==> src/common/pkc_pkg.sv <==
// constants of the configuration block
// assumes one system clock and a synchronous active-low reset
package pkc_pkg;

    // ======
    // serial port addresses and frame shape
    localparam logic [4:0] CFG1_ADDR = 5'h00;
    localparam logic [4:0] CFG2_ADDR = 5'h01;
    localparam logic [5:0] INSTR_BITS = 6'h08;
    localparam logic [5:0] FRAME_BITS = 6'h28;
    localparam int unsigned INSTR_READ = 7;

    // ======
    // power_keying_serial_config fields
    localparam int unsigned C1_KEY_EN = 9;
    localparam int unsigned C1_KEY_AUTO = 8;
    localparam int unsigned C1_DIG_PD = 7;
    localparam int unsigned C1_DAC_PD = 6;
    localparam int unsigned C1_REF_PD = 5;
    localparam int unsigned C1_AUX_PD = 4;
    localparam int unsigned C1_EXT_PD_FAST = 3;
    localparam int unsigned C1_AUTO_PD = 2;
    localparam int unsigned C1_THREE_WIRE = 1;
    localparam int unsigned C1_LSB_FIRST = 0;
    localparam int unsigned C1_MODE_LO = 24;
    localparam int unsigned C1_MODE_HI = 25;
    localparam logic [1:0] MODE_QUAD = 2'h0;
    localparam logic [1:0] MODE_SINGLE = 2'h1;

    // ======
    // interface_update_config fields
    localparam int unsigned C2_DUAL_EN = 31;
    localparam int unsigned C2_DUAL_LSB = 30;
    localparam int unsigned C2_DUAL_EARLY = 29;
    localparam int unsigned C2_PROFILE_AMP = 24;
    localparam int unsigned C2_INT_UPDATE = 23;
    localparam int unsigned C2_SYNC_EN = 22;

    // ======
    // reset values
    localparam logic [31:0] CFG1_RESET = 32'h00000000;
    localparam logic [31:0] CFG2_RESET = 32'h00400000;

    // ======
    // timing counts
    localparam int unsigned FLUSH_CYCLES = 16;
    localparam int unsigned UPDATE_PERIOD = 64;
    localparam logic [1:0] SYNC_DIV_STEP = 2'h1;

    typedef enum logic [1:0] {PD_RUN, PD_FLUSH, PD_HALT} pkc_pd_state_t;

endpackage

==> src/design/pkc_timing.sv <==
// quarter-rate sync clock and the internal update strobe generator
// assumes the system clock and reset of the configuration block
module pkc_timing #(
    parameter int unsigned UPDATE_PERIOD = pkc_pkg::UPDATE_PERIOD
) (
    input wire logic sys_clk,
    input wire logic resetn,
    input wire logic sync_enable,
    input wire logic internal_update,
    output logic sync_clk,
    output logic update_pulse
);
    localparam int unsigned PW = $clog2(UPDATE_PERIOD + 1);

    logic [1:0] div_cnt;
    logic [1:0] next_div_cnt;
    logic sync_q;
    logic next_sync_q;
    logic [PW-1:0] per_cnt;
    logic [PW-1:0] next_per_cnt;
    logic pulse_q;
    logic next_pulse_q;

    // ======
    // next values
    always_comb begin
        next_div_cnt = div_cnt + pkc_pkg::SYNC_DIV_STEP;
        // low output when disabled, one quarter of the clock otherwise
        next_sync_q = sync_enable & next_div_cnt[1];
        next_per_cnt = per_cnt;
        next_pulse_q = 1'b0;
        // counter idles at zero so the first strobe is a full period away
        if (!internal_update) begin
            next_per_cnt = '0;
        end else if (per_cnt == PW'(UPDATE_PERIOD - 1)) begin
            next_per_cnt = '0;
            next_pulse_q = 1'b1;
        end else begin
            next_per_cnt = per_cnt + PW'(1);
        end
    end

    // ======
    // registers
    always_ff @(posedge sys_clk) begin
        if (!resetn) begin
            div_cnt <= 2'h0;
            sync_q <= 1'b0;
            per_cnt <= '0;
            pulse_q <= 1'b0;
        end else begin
            div_cnt <= next_div_cnt;
            sync_q <= next_sync_q;
            per_cnt <= next_per_cnt;
            pulse_q <= next_pulse_q;
        end
    end

    assign sync_clk = sync_q;
    assign update_pulse = pulse_q;
endmodule

==> src/design/pkc_config_regs.sv <==
// serial-programmed power, shift keying and interface configuration
// assumes serial pins and strobes are synchronous to SYS_CLK
// Function
// bit 9 enables output shift keying
// bit 8 picks auto keying, only while keying on
// bit 7 stops core clocks at once
// bit 6 powers down main converter
// bit 5 stops reference input and loop at once
// bit 4 powers down auxiliary converter
// bit 3 picks fast-recovery response to power-down pin
// bit 2: transmit enable low flushes then halts; not single tone
// bit 1 makes data pin input-only, three-wire
// bit 0 picks lsb-first serial order
// second register at address 0x01, four bytes
// bit 31 in quadrature mode enables dual port and GPIO
// bit 30 picks dual port bit order
// bit 29 picks early frame sync
// profile sets amplitude in single tone without keying
// bit 23 picks internal update strobe, at once
// bit 22 enables quarter-rate sync clock
// mode 25:24: 00 quadrature, 01 single tone, 1x interpolating
// writes stage until update, except immediate bits
module pkc_config_regs #(
    parameter int unsigned FLUSH_CYCLES = pkc_pkg::FLUSH_CYCLES,
    parameter int unsigned UPDATE_PERIOD = pkc_pkg::UPDATE_PERIOD
) (
    input wire logic SYS_CLK,
    input wire logic RESETN,
    input wire logic SCLK,
    input wire logic CS_N,
    input wire logic SDIO_IN,
    output logic SDIO_OUT,
    output logic SDIO_OE,
    output logic SDO,
    input wire logic IO_UPDATE_IN,
    output logic IO_UPDATE_OUT,
    output logic IO_UPDATE_OE,
    output logic SYNC_CLK,
    input wire logic EXTERNAL_POWER_DOWN_PIN,
    input wire logic TRANSMIT_ENABLE_PIN,
    output logic OUTPUT_SHIFT_KEYING_ENABLE,
    output logic OUTPUT_SHIFT_KEYING_AUTO,
    output logic OUTPUT_SHIFT_KEYING_MANUAL,
    output logic DIGITAL_CORE_CLOCK_STOP,
    output logic DAC_POWER_DOWN,
    output logic REFERENCE_CLOCK_INPUT_POWER_DOWN,
    output logic AUX_DAC_POWER_DOWN,
    output logic FULL_POWER_DOWN,
    output logic FAST_RECOVERY_POWER_DOWN,
    output logic BASEBAND_FLUSH,
    output logic BASEBAND_CLOCK_HALT,
    output logic MODE_QUADRATURE,
    output logic MODE_SINGLE_TONE,
    output logic MODE_INTERPOLATING,
    output logic DUAL_SERIAL_DATA_PORT_ACTIVE,
    output logic GPIO_ENABLE,
    output logic DUAL_SERIAL_LSB_FIRST,
    output logic DUAL_SERIAL_EARLY_SYNC,
    output logic PROFILE_AMPLITUDE_SCALE,
    output logic AMPLITUDE_SCALE_BYPASS
);
    localparam int unsigned FW = $clog2(FLUSH_CYCLES + 1);

    // reverse a word so lsb-first reads shift from the top
    function automatic logic [31:0] bit_rev(input logic [31:0] w);
        logic [31:0] r;
        r = '0;
        for (int i = 0; i < 32; i++) begin
            r[i] = w[31-i];
        end
        return r;
    endfunction

    // ======
    // serial port state
    logic sclk_q;
    logic [5:0] bit_cnt;
    logic [5:0] next_bit_cnt;
    logic [7:0] instr;
    logic [7:0] next_instr;
    logic [31:0] shift_in;
    logic [31:0] next_shift_in;
    logic [31:0] shift_out;
    logic [31:0] next_shift_out;
    logic wr_commit;
    logic sclk_rise;
    logic sclk_fall;
    logic lsb_first;
    logic reading;

    assign sclk_rise = SCLK & ~sclk_q;
    assign sclk_fall = ~SCLK & sclk_q;
    assign reading = instr[pkc_pkg::INSTR_READ];

    // ======
    // configuration state
    logic [31:0] cfg1_stg;
    logic [31:0] cfg2_stg;
    logic [31:0] cfg1_act;
    logic [31:0] cfg2_act;
    logic [31:0] next_cfg1_stg;
    logic [31:0] next_cfg2_stg;
    logic [31:0] next_cfg1_act;
    logic [31:0] next_cfg2_act;
    logic upd_q;
    logic int_pulse;
    logic update;
    logic int_mode;
    logic [1:0] mode;

    assign int_mode = cfg2_act[pkc_pkg::C2_INT_UPDATE];
    assign lsb_first = cfg1_act[pkc_pkg::C1_LSB_FIRST];
    assign mode = cfg1_act[pkc_pkg::C1_MODE_HI:pkc_pkg::C1_MODE_LO];
    // external strobe acts on its rising edge, internal on its pulse
    assign update = int_mode ? int_pulse : (IO_UPDATE_IN & ~upd_q);

    // ======
    // serial shifter: instruction byte then one 32-bit word
    always_comb begin
        next_bit_cnt = bit_cnt;
        next_instr = instr;
        next_shift_in = shift_in;
        next_shift_out = shift_out;
        wr_commit = 1'b0;
        if (CS_N) begin
            next_bit_cnt = 6'h00;
        end else begin
            if (sclk_rise && bit_cnt < pkc_pkg::FRAME_BITS) begin
                next_bit_cnt = bit_cnt + 6'h01;
                if (bit_cnt < pkc_pkg::INSTR_BITS) begin
                    next_instr = lsb_first ? {SDIO_IN, instr[7:1]}
                                           : {instr[6:0], SDIO_IN};
                end else begin
                    next_shift_in = lsb_first ? {SDIO_IN, shift_in[31:1]}
                                              : {shift_in[30:0], SDIO_IN};
                end
                // load read data as soon as the address is known
                if (bit_cnt == pkc_pkg::INSTR_BITS - 6'h01) begin
                    case (next_instr[4:0])
                        pkc_pkg::CFG1_ADDR: next_shift_out = cfg1_act;
                        pkc_pkg::CFG2_ADDR: next_shift_out = cfg2_act;
                        default: next_shift_out = 32'h00000000;
                    endcase
                    if (lsb_first) begin
                        next_shift_out = bit_rev(next_shift_out);
                    end
                end
                if (bit_cnt == pkc_pkg::FRAME_BITS - 6'h01 && !reading) begin
                    wr_commit = 1'b1;
                end
            end
            // first data bit is held through its rising edge, then advance
            if (sclk_fall && bit_cnt > pkc_pkg::INSTR_BITS
                    && bit_cnt < pkc_pkg::FRAME_BITS) begin
                next_shift_out = {shift_out[30:0], 1'b0};
            end
        end
    end

    always_ff @(posedge SYS_CLK) begin
        if (!RESETN) begin
            sclk_q <= 1'b0;
            upd_q <= 1'b0;
            bit_cnt <= 6'h00;
            instr <= 8'h00;
            shift_in <= 32'h00000000;
            shift_out <= 32'h00000000;
        end else begin
            sclk_q <= SCLK;
            upd_q <= IO_UPDATE_IN;
            bit_cnt <= next_bit_cnt;
            instr <= next_instr;
            shift_in <= next_shift_in;
            shift_out <= next_shift_out;
        end
    end

    // ======
    // staged and active registers
    always_comb begin
        next_cfg1_stg = cfg1_stg;
        next_cfg2_stg = cfg2_stg;
        next_cfg1_act = cfg1_act;
        next_cfg2_act = cfg2_act;
        // writes land in staging; the update copies staging across
        if (wr_commit && instr[4:0] == pkc_pkg::CFG1_ADDR) begin
            next_cfg1_stg = next_shift_in;
        end
        if (wr_commit && instr[4:0] == pkc_pkg::CFG2_ADDR) begin
            next_cfg2_stg = next_shift_in;
        end
        if (update) begin
            next_cfg1_act = cfg1_stg;
            next_cfg2_act = cfg2_stg;
        end
        // immediate bits bypass staging, a same-cycle write wins
        if (wr_commit && instr[4:0] == pkc_pkg::CFG1_ADDR) begin
            next_cfg1_act[pkc_pkg::C1_DIG_PD] =
                next_shift_in[pkc_pkg::C1_DIG_PD];
            next_cfg1_act[pkc_pkg::C1_REF_PD] =
                next_shift_in[pkc_pkg::C1_REF_PD];
        end
        if (wr_commit && instr[4:0] == pkc_pkg::CFG2_ADDR) begin
            next_cfg2_act[pkc_pkg::C2_INT_UPDATE] =
                next_shift_in[pkc_pkg::C2_INT_UPDATE];
        end
    end

    always_ff @(posedge SYS_CLK) begin
        if (!RESETN) begin
            cfg1_stg <= pkc_pkg::CFG1_RESET;
            cfg2_stg <= pkc_pkg::CFG2_RESET;
            cfg1_act <= pkc_pkg::CFG1_RESET;
            cfg2_act <= pkc_pkg::CFG2_RESET;
        end else begin
            cfg1_stg <= next_cfg1_stg;
            cfg2_stg <= next_cfg2_stg;
            cfg1_act <= next_cfg1_act;
            cfg2_act <= next_cfg2_act;
        end
    end

    // ======
    // transmit-enable driven flush and clock halt
    pkc_pkg::pkc_pd_state_t pd_state;
    pkc_pkg::pkc_pd_state_t next_pd_state;
    logic [FW-1:0] flush_cnt;
    logic [FW-1:0] next_flush_cnt;
    logic auto_pd;

    // ignored in single tone mode
    assign auto_pd = cfg1_act[pkc_pkg::C1_AUTO_PD]
        & (mode != pkc_pkg::MODE_SINGLE);

    always_comb begin
        next_pd_state = pd_state;
        next_flush_cnt = flush_cnt;
        case (pd_state)
            pkc_pkg::PD_RUN: begin
                next_flush_cnt = '0;
                if (auto_pd && !TRANSMIT_ENABLE_PIN) begin
                    next_pd_state = pkc_pkg::PD_FLUSH;
                end
            end
            pkc_pkg::PD_FLUSH: begin
                next_flush_cnt = flush_cnt + FW'(1);
                if (TRANSMIT_ENABLE_PIN || !auto_pd) begin
                    next_pd_state = pkc_pkg::PD_RUN;
                end else if (flush_cnt == FW'(FLUSH_CYCLES - 1)) begin
                    next_pd_state = pkc_pkg::PD_HALT;
                end
            end
            pkc_pkg::PD_HALT: begin
                // clocks come back as soon as transmit enable rises
                if (TRANSMIT_ENABLE_PIN || !auto_pd) begin
                    next_pd_state = pkc_pkg::PD_RUN;
                end
            end
            default: next_pd_state = pkc_pkg::PD_RUN;
        endcase
    end

    always_ff @(posedge SYS_CLK) begin
        if (!RESETN) begin
            pd_state <= pkc_pkg::PD_RUN;
            flush_cnt <= '0;
        end else begin
            pd_state <= next_pd_state;
            flush_cnt <= next_flush_cnt;
        end
    end

    // ======
    // sync clock and internal update strobe
    pkc_timing #(
        .UPDATE_PERIOD(UPDATE_PERIOD)
    ) u_timing (
        .sys_clk(SYS_CLK),
        .resetn(RESETN),
        .sync_enable(cfg2_act[pkc_pkg::C2_SYNC_EN]),
        .internal_update(int_mode),
        .sync_clk(SYNC_CLK),
        .update_pulse(int_pulse)
    );

    // pin turns around to an output only in internal mode
    assign IO_UPDATE_OUT = int_pulse & int_mode;
    assign IO_UPDATE_OE = int_mode;

    // ======
    // serial read data: data pin in two-wire, separate pin in three-wire
    logic read_phase;
    logic three_wire;

    assign read_phase = ~CS_N & reading & (bit_cnt >= pkc_pkg::INSTR_BITS)
        & (bit_cnt < pkc_pkg::FRAME_BITS);
    assign three_wire = cfg1_act[pkc_pkg::C1_THREE_WIRE];
    assign SDIO_OUT = shift_out[31];
    assign SDIO_OE = read_phase & ~three_wire;
    assign SDO = read_phase & three_wire & shift_out[31];

    // ======
    // decoded controls, registered so they never glitch
    logic key_en;
    logic dual_on;
    logic single;
    logic [23:0] ctl;
    logic [23:0] next_ctl;

    assign key_en = cfg1_act[pkc_pkg::C1_KEY_EN];
    assign single = (mode == pkc_pkg::MODE_SINGLE);
    // dual port exists only in quadrature mode
    assign dual_on = cfg2_act[pkc_pkg::C2_DUAL_EN] & (mode == pkc_pkg::MODE_QUAD);

    always_comb begin
        next_ctl = '0;
        next_ctl[0] = key_en;
        next_ctl[1] = key_en & cfg1_act[pkc_pkg::C1_KEY_AUTO];
        next_ctl[2] = key_en & ~cfg1_act[pkc_pkg::C1_KEY_AUTO];
        next_ctl[3] = next_cfg1_act[pkc_pkg::C1_DIG_PD];
        next_ctl[4] = cfg1_act[pkc_pkg::C1_DAC_PD];
        next_ctl[5] = next_cfg1_act[pkc_pkg::C1_REF_PD];
        next_ctl[6] = cfg1_act[pkc_pkg::C1_AUX_PD];
        next_ctl[7] = EXTERNAL_POWER_DOWN_PIN
            & ~cfg1_act[pkc_pkg::C1_EXT_PD_FAST];
        next_ctl[8] = EXTERNAL_POWER_DOWN_PIN
            & cfg1_act[pkc_pkg::C1_EXT_PD_FAST];
        next_ctl[9] = (next_pd_state == pkc_pkg::PD_FLUSH);
        next_ctl[10] = (next_pd_state == pkc_pkg::PD_HALT);
        next_ctl[11] = (mode == pkc_pkg::MODE_QUAD);
        next_ctl[12] = single;
        next_ctl[13] = mode[1];
        next_ctl[14] = dual_on;
        next_ctl[15] = dual_on;
        next_ctl[16] = dual_on & cfg2_act[pkc_pkg::C2_DUAL_LSB];
        next_ctl[17] = dual_on & cfg2_act[pkc_pkg::C2_DUAL_EARLY];
        next_ctl[18] = single & ~key_en & cfg2_act[pkc_pkg::C2_PROFILE_AMP];
        next_ctl[19] = single & ~key_en & ~cfg2_act[pkc_pkg::C2_PROFILE_AMP];
    end

    always_ff @(posedge SYS_CLK) begin
        if (!RESETN) begin
            ctl <= 24'h000000;
        end else begin
            ctl <= next_ctl;
        end
    end

    assign OUTPUT_SHIFT_KEYING_ENABLE = ctl[0];
    assign OUTPUT_SHIFT_KEYING_AUTO = ctl[1];
    assign OUTPUT_SHIFT_KEYING_MANUAL = ctl[2];
    assign DIGITAL_CORE_CLOCK_STOP = ctl[3];
    assign DAC_POWER_DOWN = ctl[4];
    assign REFERENCE_CLOCK_INPUT_POWER_DOWN = ctl[5];
    assign AUX_DAC_POWER_DOWN = ctl[6];
    assign FULL_POWER_DOWN = ctl[7];
    assign FAST_RECOVERY_POWER_DOWN = ctl[8];
    assign BASEBAND_FLUSH = ctl[9];
    assign BASEBAND_CLOCK_HALT = ctl[10];
    assign MODE_QUADRATURE = ctl[11];
    assign MODE_SINGLE_TONE = ctl[12];
    assign MODE_INTERPOLATING = ctl[13];
    assign DUAL_SERIAL_DATA_PORT_ACTIVE = ctl[14];
    assign GPIO_ENABLE = ctl[15];
    assign DUAL_SERIAL_LSB_FIRST = ctl[16];
    assign DUAL_SERIAL_EARLY_SYNC = ctl[17];
    assign PROFILE_AMPLITUDE_SCALE = ctl[18];
    assign AMPLITUDE_SCALE_BYPASS = ctl[19];
endmodule

==> config.mk <==
export PLATFORM = sky130hd
export DESIGN_NAME = pkc_config_regs
export DESIGN_NICKNAME = d
export VERILOG_FILES = /design/src/common/pkc_pkg.sv /design/src/design/pkc_timing.sv /design/src/design/pkc_config_regs.sv
export SDC_FILE = /design/constraint.sdc
export NUM_CORES = 1
export LEC_CHECK = 0
export BUFFER_PORTS_ARGS = -buffer_cell sky130_fd_sc_hd__buf_2
export CORE_MARGIN = 2
export CORE_UTILIZATION = 45
export DETAILED_ROUTE_END_ITERATION = 6
export MAX_ROUTING_LAYER = met4
export SLEW_MARGIN = 20
export SYNTH_ARGS = -nofsm -noshare
export SYNTH_HDL_FRONTEND = slang
export SYNTH_SLANG_ARGS = --single-unit
==> constraint.sdc <==
create_clock -name SYS_CLK -period 4.2 [get_ports SYS_CLK]
set_input_delay 0.42 -clock SYS_CLK [delete_from_list [all_inputs] [get_ports SYS_CLK]]
set_output_delay 0.42 -clock SYS_CLK [all_outputs]
set_load 0.1 [all_outputs]
==> impl_metrics.py, run 1 <==
metrics = {
    "layout": {
        "nets": 1107,
        "drive_gt1_share_pct": 18.2,
        "stdcell_count": 1433,
        "design_area_um2": 11800,
        "syn_to_final_growth_pct": 11.0,
    },
    "global_routing": {
        "globalRoute.totalOverflow": 0,
        "grt_pass1_vias": 7224,
        "grt_max_degree": 219,
        "antenna_found_initial": 1,
        "grtUsageTotal_pct": 20.8,
        "grt_pass1_wl_um": 40200,
    },
    "drt": {
        "vias": 7590,
        "ant_nets": 0,
        "drtIter0Drc": 565,
        "drt_wl_total_um": 24700,
        "wl_per_cell_um": 17.3,
        "viasPerCell": 5.30,
        "route.detailed.drc": 0,
        "drt_first_pass_iters": 4,
    },
    "floorplan": {
        "die_w_um": 158,
        "io_pins": 34,
        "fp.coreArea_um2": 23300,
        "initial_core_util_pct": 45.7,
        "row_count": 56,
        "die_area_um2": 24900,
        "fp.dieH_um": 158,
    },
    "cts": {
        "postCtsResizedCells": 0,
        "numCtsBuffers": 27,
        "clockRootBuffer": "clkbuf_16",
        "cts_setup_buffers": 0,
        "cts_num_sinks": 243,
        "hold_buffers": 0,
        "clk_pin_slew_worst_paths_ns": 0.06,
        "ctsLongestPathBuffers": 3,
        "clock_latency_ns": 0.52,
        "cts_tree": "done",
        "h-tree-depth": 1,
    },
    "pwr": {
        "p_per_area_nw_per_um2": 399,
        "p_switching_w": 0.00104,
        "vdd.ir_drop.worst_uv": 236,
        "clock_power_share_pct": 47.1,
        "swShare_pct": 22.1,
        "p_int_w": 0.00367,
        "power_w": 0.00472,
        "p_leak_nw": 4.34,
        "combPwrFrac_pct": 3.5,
        "seqPwrFrac_pct": 49.4,
    },
    "synth": {
        "synthArstFlopShare_pct": 0,
        "synth_warnings": 0,
        "synth_top_area_share_pct": 45.7,
        "synth_seq_area_share_pct": 45.7,
        "synth-edff-count": 0,
        "ys_ff_latch": 243,
        "synth.avg_cell_area_um2": 9.70,
        "synth_commonest_cells": "dfxtp_1 (243), nand2_1 (210), mux2_2 (88)",
        "yosysUniqueCellTypes": 64,
        "syn_area_um2": 10700,
        "yosysTopAreaCell": "dfxtp_1",
        "syn-num-nets": 1111,
        "synthTopCellsByArea": "dfxtp_1 (46%), mux2_2 (9.3%), nand2_1 (7.4%)",
        "synth_cells": 1098,
        "yosysMostFrequentCell": "dfxtp_1",
        "ys.flop_type": "dfxtp_1",
    },
    "worst_hold_path": {
        "hp-start": "IO_UPDATE_IN",
        "whs_path_depth": 2,
        "hold_path_class": "input port to flip-flop",
        "hold_end": "upd_q$_SDFF_PN0_",
    },
    "timing": {
        "max_freq_ghz": 0.340,
        "fin_setup_tns_ns": 0,
        "setup_violations": 0,
        "timing.final.crit_share_pct": 70.1,
        "rsz0062_at_grt": "false",
        "hold-worst-slack_ns": 0.121,
        "max_slew_margin_pct": 26.2,
        "fin_worst_skew_ns": 0.00993,
        "hold_violations": 0,
        "worst_slew_pin_slew_ns": 1.10,
        "maxSlewViolCount": 0,
        "min_period_ns": 2.94,
    },
    "setup_path": {
        "r2r_slack_ns": 1.26,
        "r2r_end": "shift_out[10]$_SDFFE_PN0P_",
        "required_ns": 4.61,
        "ff2ff_path_depth": 6,
        "cp_max_fo": 21,
        "crit_path_end_kind": "flip-flop",
        "cp.arrival_ns": 3.35,
        "crit_type": "flip-flop to flip-flop",
        "worstSetupStartpointType": "flip-flop",
        "r2r-start": "bit_cnt[3]$_SDFFE_PP0N_",
    },
    "placed_design": {
        "dpl.hpwl_um": 15300,
        "gp_congestion": 0.875,
        "dp.cells": 1384,
        "port_buffers": 33,
        "place_area_um2": 11000,
    },
    "run": {
        "cap_viol_max_count": 0,
    },
    "outcome": {
        "status": "finished clean",
    },
}
==> worst max-delay path by stage <==
| stage | start | endpoint | slack [ns] | cells after the start |
|---|---|---|---|---|
| floorplan | CS_N | SDIO_OE | 0.05 | 3 |
| global placement | bit_cnt[3]$_SDFFE_PP0N_ | shift_out[16]$_SDFFE_PN0P_ | 1.39 | 6 |
| detailed placement | bit_cnt[3]$_SDFFE_PP0N_ | shift_out[17]$_SDFFE_PN0P_ | 1.31 | 6 |
| CTS | bit_cnt[3]$_SDFFE_PP0N_ | shift_out[10]$_SDFFE_PN0P_ | 1.30 | 6 |
| global route | bit_cnt[3]$_SDFFE_PP0N_ | shift_out[17]$_SDFFE_PN0P_ | 1.10 | 6 |
| finish | bit_cnt[3]$_SDFFE_PP0N_ | shift_out[10]$_SDFFE_PN0P_ | 1.26 | 6 |
==> placed cells by master, fill, tap and decap left out, drive strengths merged, types with 26 or more instances in the layout <==
cell,n
a21boi,92
a21oi,26
a22o,37
and2,46
buf,47
clkbuf,42
dfxtp,243
mux2,90
mux2i,48
nand2,210
nor2,29
nor2b,39
==> cell type report <==
type / instances / area [um2]
inverters: 12 / 45.0
well taps: 319 / 399
fillers: 2190 / 11500
repair buffers: 47 / 298
flip-flops and latches: 243 / 4870
clock buffers: 42 / 802
diodes: 1 / 2.50
multi-input cells: 763 / 5380
clock inverters: 6 / 33.8
==> through the flow <==
stage | worst slack (ns) | util (%)
global route | 1.10 | 50.7
finish | 1.26 | 50.7
global placement | 1.39 | 47.1
CTS | 1.30 | 50.7
floorplan | 0.0512 | -
detailed placement | 1.31 | 47.1
==> state kept, by name, indices dropped and copies added, names as in the netlist, 2 cells and up <==
name,cells
cfg2_act,32
flush_cnt,5
cfg1_act,31
u_timing.per_cnt,7
ctl,18
bit_cnt,6
pd_state,2
shift_in,32
shift_out,32
cfg2_stg,32
cfg1_stg,32
u_timing.div_cnt,2
instr,8
==> worst max-delay path: stages, from the launching register on <==
cell     delay [ns]
dfxtp_1        0.43
nor3_4         0.54
mux2i_4        0.59
buf_4          0.42
mux2_1         0.39
mux2_2         0.27
a22o_1         0.17
==> routing by layer <==
metal / vias to the layer above / track usage [%] / routed length [um]
met3: 32 / 2.93 / 865
met1: 3629 / 29.0 / 12300
met5: - / - / 0
met2: 124 / 31.4 / 11000
li1: 3805 / - / -
met4: 0 / 5.93 / 557
==> power by group through the flow <==
stage	sequential, W	clock (W)	combinational [W]
after floorplan	0.00239	0	0.000111
after global placement	0.00238	0	0.000166
after detailed placement	0.00238	0	0.000166
after CTS	0.00233	0.00228	0.000167
after global routing	0.00233	0.00237	0.000178
final	0.00233	0.00222	0.000166
==> cells by family after synthesis <==
kind of cell             after synthesis  synth area share [%]
flip-flops                           243                  45.7
AND/OR/NAND/NOR                      384                  17.8
adder cells (fa/ha/maj)                5                 0.587
buffers and inverters                 92                  4.24
multiplexers                         146                  15.8
XOR/XNOR                               9                 0.740
AO/OA/AOI/OAI                        219                  15.2
Note: power is estimated with default switching activity, not from simulation.
==> run 2, diff against run 1 <==
--- a/config.mk
+++ b/config.mk
@@ -5,6 +5,7 @@
 export SDC_FILE = /design/constraint.sdc
 export NUM_CORES = 1
 export LEC_CHECK = 0
+export ABC_AREA = 1
 export BUFFER_PORTS_ARGS = -buffer_cell sky130_fd_sc_hd__buf_2
 export CORE_MARGIN = 2
 export CORE_UTILIZATION = 45
==> constraint.sdc (replaced) <==
create_clock -name SYS_CLK -period 2.8 [get_ports SYS_CLK]
set_input_delay 0.28 -clock SYS_CLK [delete_from_list [all_inputs] [get_ports SYS_CLK]]
set_output_delay 0.28 -clock SYS_CLK [all_outputs]
set_load 0.1 [all_outputs]
==> impl_metrics.py, run 2 <==
metrics = {
    "synth": {
        "ys.flop_type": "dfxtp_1",
        "yosysMostFrequentCell": "dfxtp_1",
        "yosysTopAreaCell": "dfxtp_1",
        "syn_area_um2": 9980,
        "synth_top_area_share_pct": 48.8,
        "ys_ff_latch": 243,
        "synth_cells": 1313,
        "synth-edff-count": 0,
        "synth_seq_area_share_pct": 48.8,
        "syn-num-nets": 1326,
        "synth_warnings": 0,
        "synthTopCellsByArea": "dfxtp_1 (49%), nand2_1 (8.8%), nand3_1 (8.3%)",
        "synthArstFlopShare_pct": 0,
        "yosysUniqueCellTypes": 40,
        "synth_commonest_cells": "dfxtp_1 (243), nand2_1 (233), nand3_1 (165)",
        "synth.avg_cell_area_um2": 7.60,
    },
    "layout": {
        "drive_gt1_share_pct": 10.4,
        "final_util_pct": 51.5,
        "syn_to_final_growth_pct": 12.5,
        "layout_commonest_cell": "dfxtp_1",
        "final_cell_mix": "dfxtp_1 (241), nand2_1 (233), nand3_1 (165)",
        "nets": 1322,
        "antenna_cells": 0,
    },
    "floorplan": {
        "fp.coreArea_um2": 21800,
        "die_w_um": 153,
        "initial_core_util_pct": 45.7,
        "row_count": 54,
        "fp.dieH_um": 153,
        "io_pins": 34,
        "die_area_um2": 23400,
    },
    "drt": {
        "ant_nets": 0,
        "drt_first_pass_iters": 5,
        "wl_per_cell_um": 15.8,
        "viasPerCell": 5.40,
        "route.detailed.drc": 0,
        "vias": 8686,
        "drtIter0Drc": 677,
        "drt_wl_total_um": 25400,
    },
    "cts": {
        "cts_tree": "done",
        "numCtsBuffers": 27,
        "clk_pin_slew_worst_paths_ns": 0.06,
        "clockRootBuffer": "clkbuf_16",
        "h-tree-depth": 1,
        "postCtsResizedCells": 0,
        "clock_latency_ns": 0.54,
        "ctsLongestPathBuffers": 3,
        "cts_num_sinks": 243,
    },
    "global_routing": {
        "grt_max_degree": 91,
        "grt_pass1_wl_um": 41600,
        "antenna_found_initial": 0,
        "grt_pass1_vias": 7845,
        "grtUsageTotal_pct": 22.0,
        "globalRoute.totalOverflow": 0,
    },
    "worst_hold_path": {
        "whs_path_depth": 3,
        "hold_end": "pd_state[0]$_SDFF_PN0_",
        "hold_path_class": "input port to flip-flop",
        "hp-start": "TRANSMIT_ENABLE_PIN",
    },
    "timing": {
        "fin_setup_tns_ns": 0,
        "max_slew_margin_pct": 41.4,
        "min_period_ns": 2.24,
        "fin_worst_skew_ns": 0.0178,
        "setup_violations": 0,
        "hold_violations": 0,
        "maxSlewViolCount": 0,
        "rsz0062_at_grt": "false",
        "worst_slew_pin_slew_ns": 0.879,
        "max_freq_ghz": 0.446,
        "timing.final.crit_share_pct": 80.1,
    },
    "setup_path": {
        "crit_path_end_kind": "output pin",
        "required_ns": 2.52,
        "r2r-start": "bit_cnt[3]$_SDFFE_PP0N_",
        "r2r_slack_ns": 0.62,
        "crit_type": "flip-flop to output pin",
        "cp_max_fo": 9,
        "r2r_end": "shift_out[26]$_SDFFE_PN0P_",
        "ff2ff_path_depth": 10,
        "worstSetupStartpointType": "flip-flop",
        "cp.arrival_ns": 1.96,
    },
    "pwr": {
        "p_leak_nw": 4.37,
        "p_per_area_nw_per_um2": 661,
        "vdd.ir_drop.worst_uv": 352,
    },
    "placed_design": {
        "port_buffers": 33,
        "dpl.hpwl_um": 16200,
        "gp_congestion": 0.838,
    },
    "outcome": {
        "status": "finished clean",
    },
    "run": {
        "cap_viol_max_count": 0,
    },
}
-- run 2: cell types whose count changed after synthesis, moves of 32 or more --
cell	before	now
nand3_1	9	165
a21oi_1	26	145
mux2_2	88	0
a21boi_0	87	0
nor2_1	28	108
inv_1	12	81
o21ai_0	20	82
mux2i_1	47	0
and2_1	46	0
nor2b_1	39	0
a211oi_1	3	41
a22o_1	37	0
o21ai_1	1	33
-- run 2: logic make-up (layout without fill, tap and decap cells) --
| kind of cell | Yosys count | count (layout) | share of synthesized area, % |
|---|---|---|---|
| adders and majority gates | 5 | 5 | 0.627 |
| and+or+nand+nor | 542 | 542 | 23.6 |
| AOI/OAI and AO/OA | 337 | 337 | 19.1 |
| xor gates and xnor gates | 4 | 4 | 0.351 |
| buffers and inverters | 182 | 199 | 7.60 |
| DFF | 243 | 243 | 48.8 |
-- run 2: how the worst max path moves through the flow --
stage                     slack (ns)                   endpoint                  startpoint
after global placement          0.63  cfg2_stg[19]$_SDFFE_PN0P_     bit_cnt[3]$_SDFFE_PP0N_
after CTS                       0.54                    SDIO_OE     bit_cnt[3]$_SDFFE_PP0N_
after floorplan                 0.18                        SDO  shift_out[31]$_SDFFE_PN0P_
after global routing            0.37        ctl[3]$_SDFFE_PN0P_     bit_cnt[1]$_SDFFE_PP0N_
final                           0.56                    SDIO_OE     bit_cnt[3]$_SDFFE_PP0N_
after detailed placement        0.66  cfg2_stg[19]$_SDFFE_PN0P_     bit_cnt[3]$_SDFFE_PP0N_
-- run 2: final cells by class --
cell class	instances	area (um2)
Clock buffer	34	732
Clock inverter	16	145
Fill cell	2152	10600
Inverter	90	340
Multi-Input combinational cell	888	4380
Sequential cell	243	4870
Tap cell	280	350
Timing Repair Buffer	59	418
-- run 2: critical path, stage by stage, from the launching register on --
cell and delay [ns]:
dfxtp_1 0.41, inv_2 0.11, nand2_2 0.21, nand4_1 0.16, nor2_1 0.11, buf_2 0.43
-- run 2: routing by layer --
layer / track usage, % / vias to the layer above / share of wire, %
met3: 3.54 / 38 / 6.5
met5: - / - / 0
met2: 32.0 / 236 / 42
li1: - / 4425 / -
met1: 32.2 / 3987 / 49
met4: 5.16 / 0 / 1.7
-- run 2: power breakdown --
part | internal [W] | leakage, nW | switching, W
Combinational | 0.000101 | 1.97 | 0.000346
Clock | 0.00204 | 0.432 | 0.00143
Sequential | 0.00348 | 1.96 | 0.0000178
-- run 2: stage by stage --
stage / total power, W / cell area (um2) / worst slack (ns) / std cells / hold slack (ns)
2_1_floorplan: 0.00391 / 9980 / 0.178 / 1313 / 0.373
4_1_cts: 0.00749 / 11200 / 0.539 / 1610 / 0.0657
6_report: 0.00742 / 11200 / 0.556 / 1610 / 0.0788
3_3_place_gp: 0.00402 / 10300 / 0.629 / 1557 / 0.422
5_1_grt: 0.00767 / 11200 / 0.373 / 1610 / 0.0931
3_5_place_dp: 0.00402 / 10300 / 0.656 / 1557 / 0.428
-- run 2: repair_timing --
item | 4_1_cts | 5_1_grt
hold endpoints to repair | 4 | 0
setup buffers | 0 | 0
hold buffers | 3 | 0
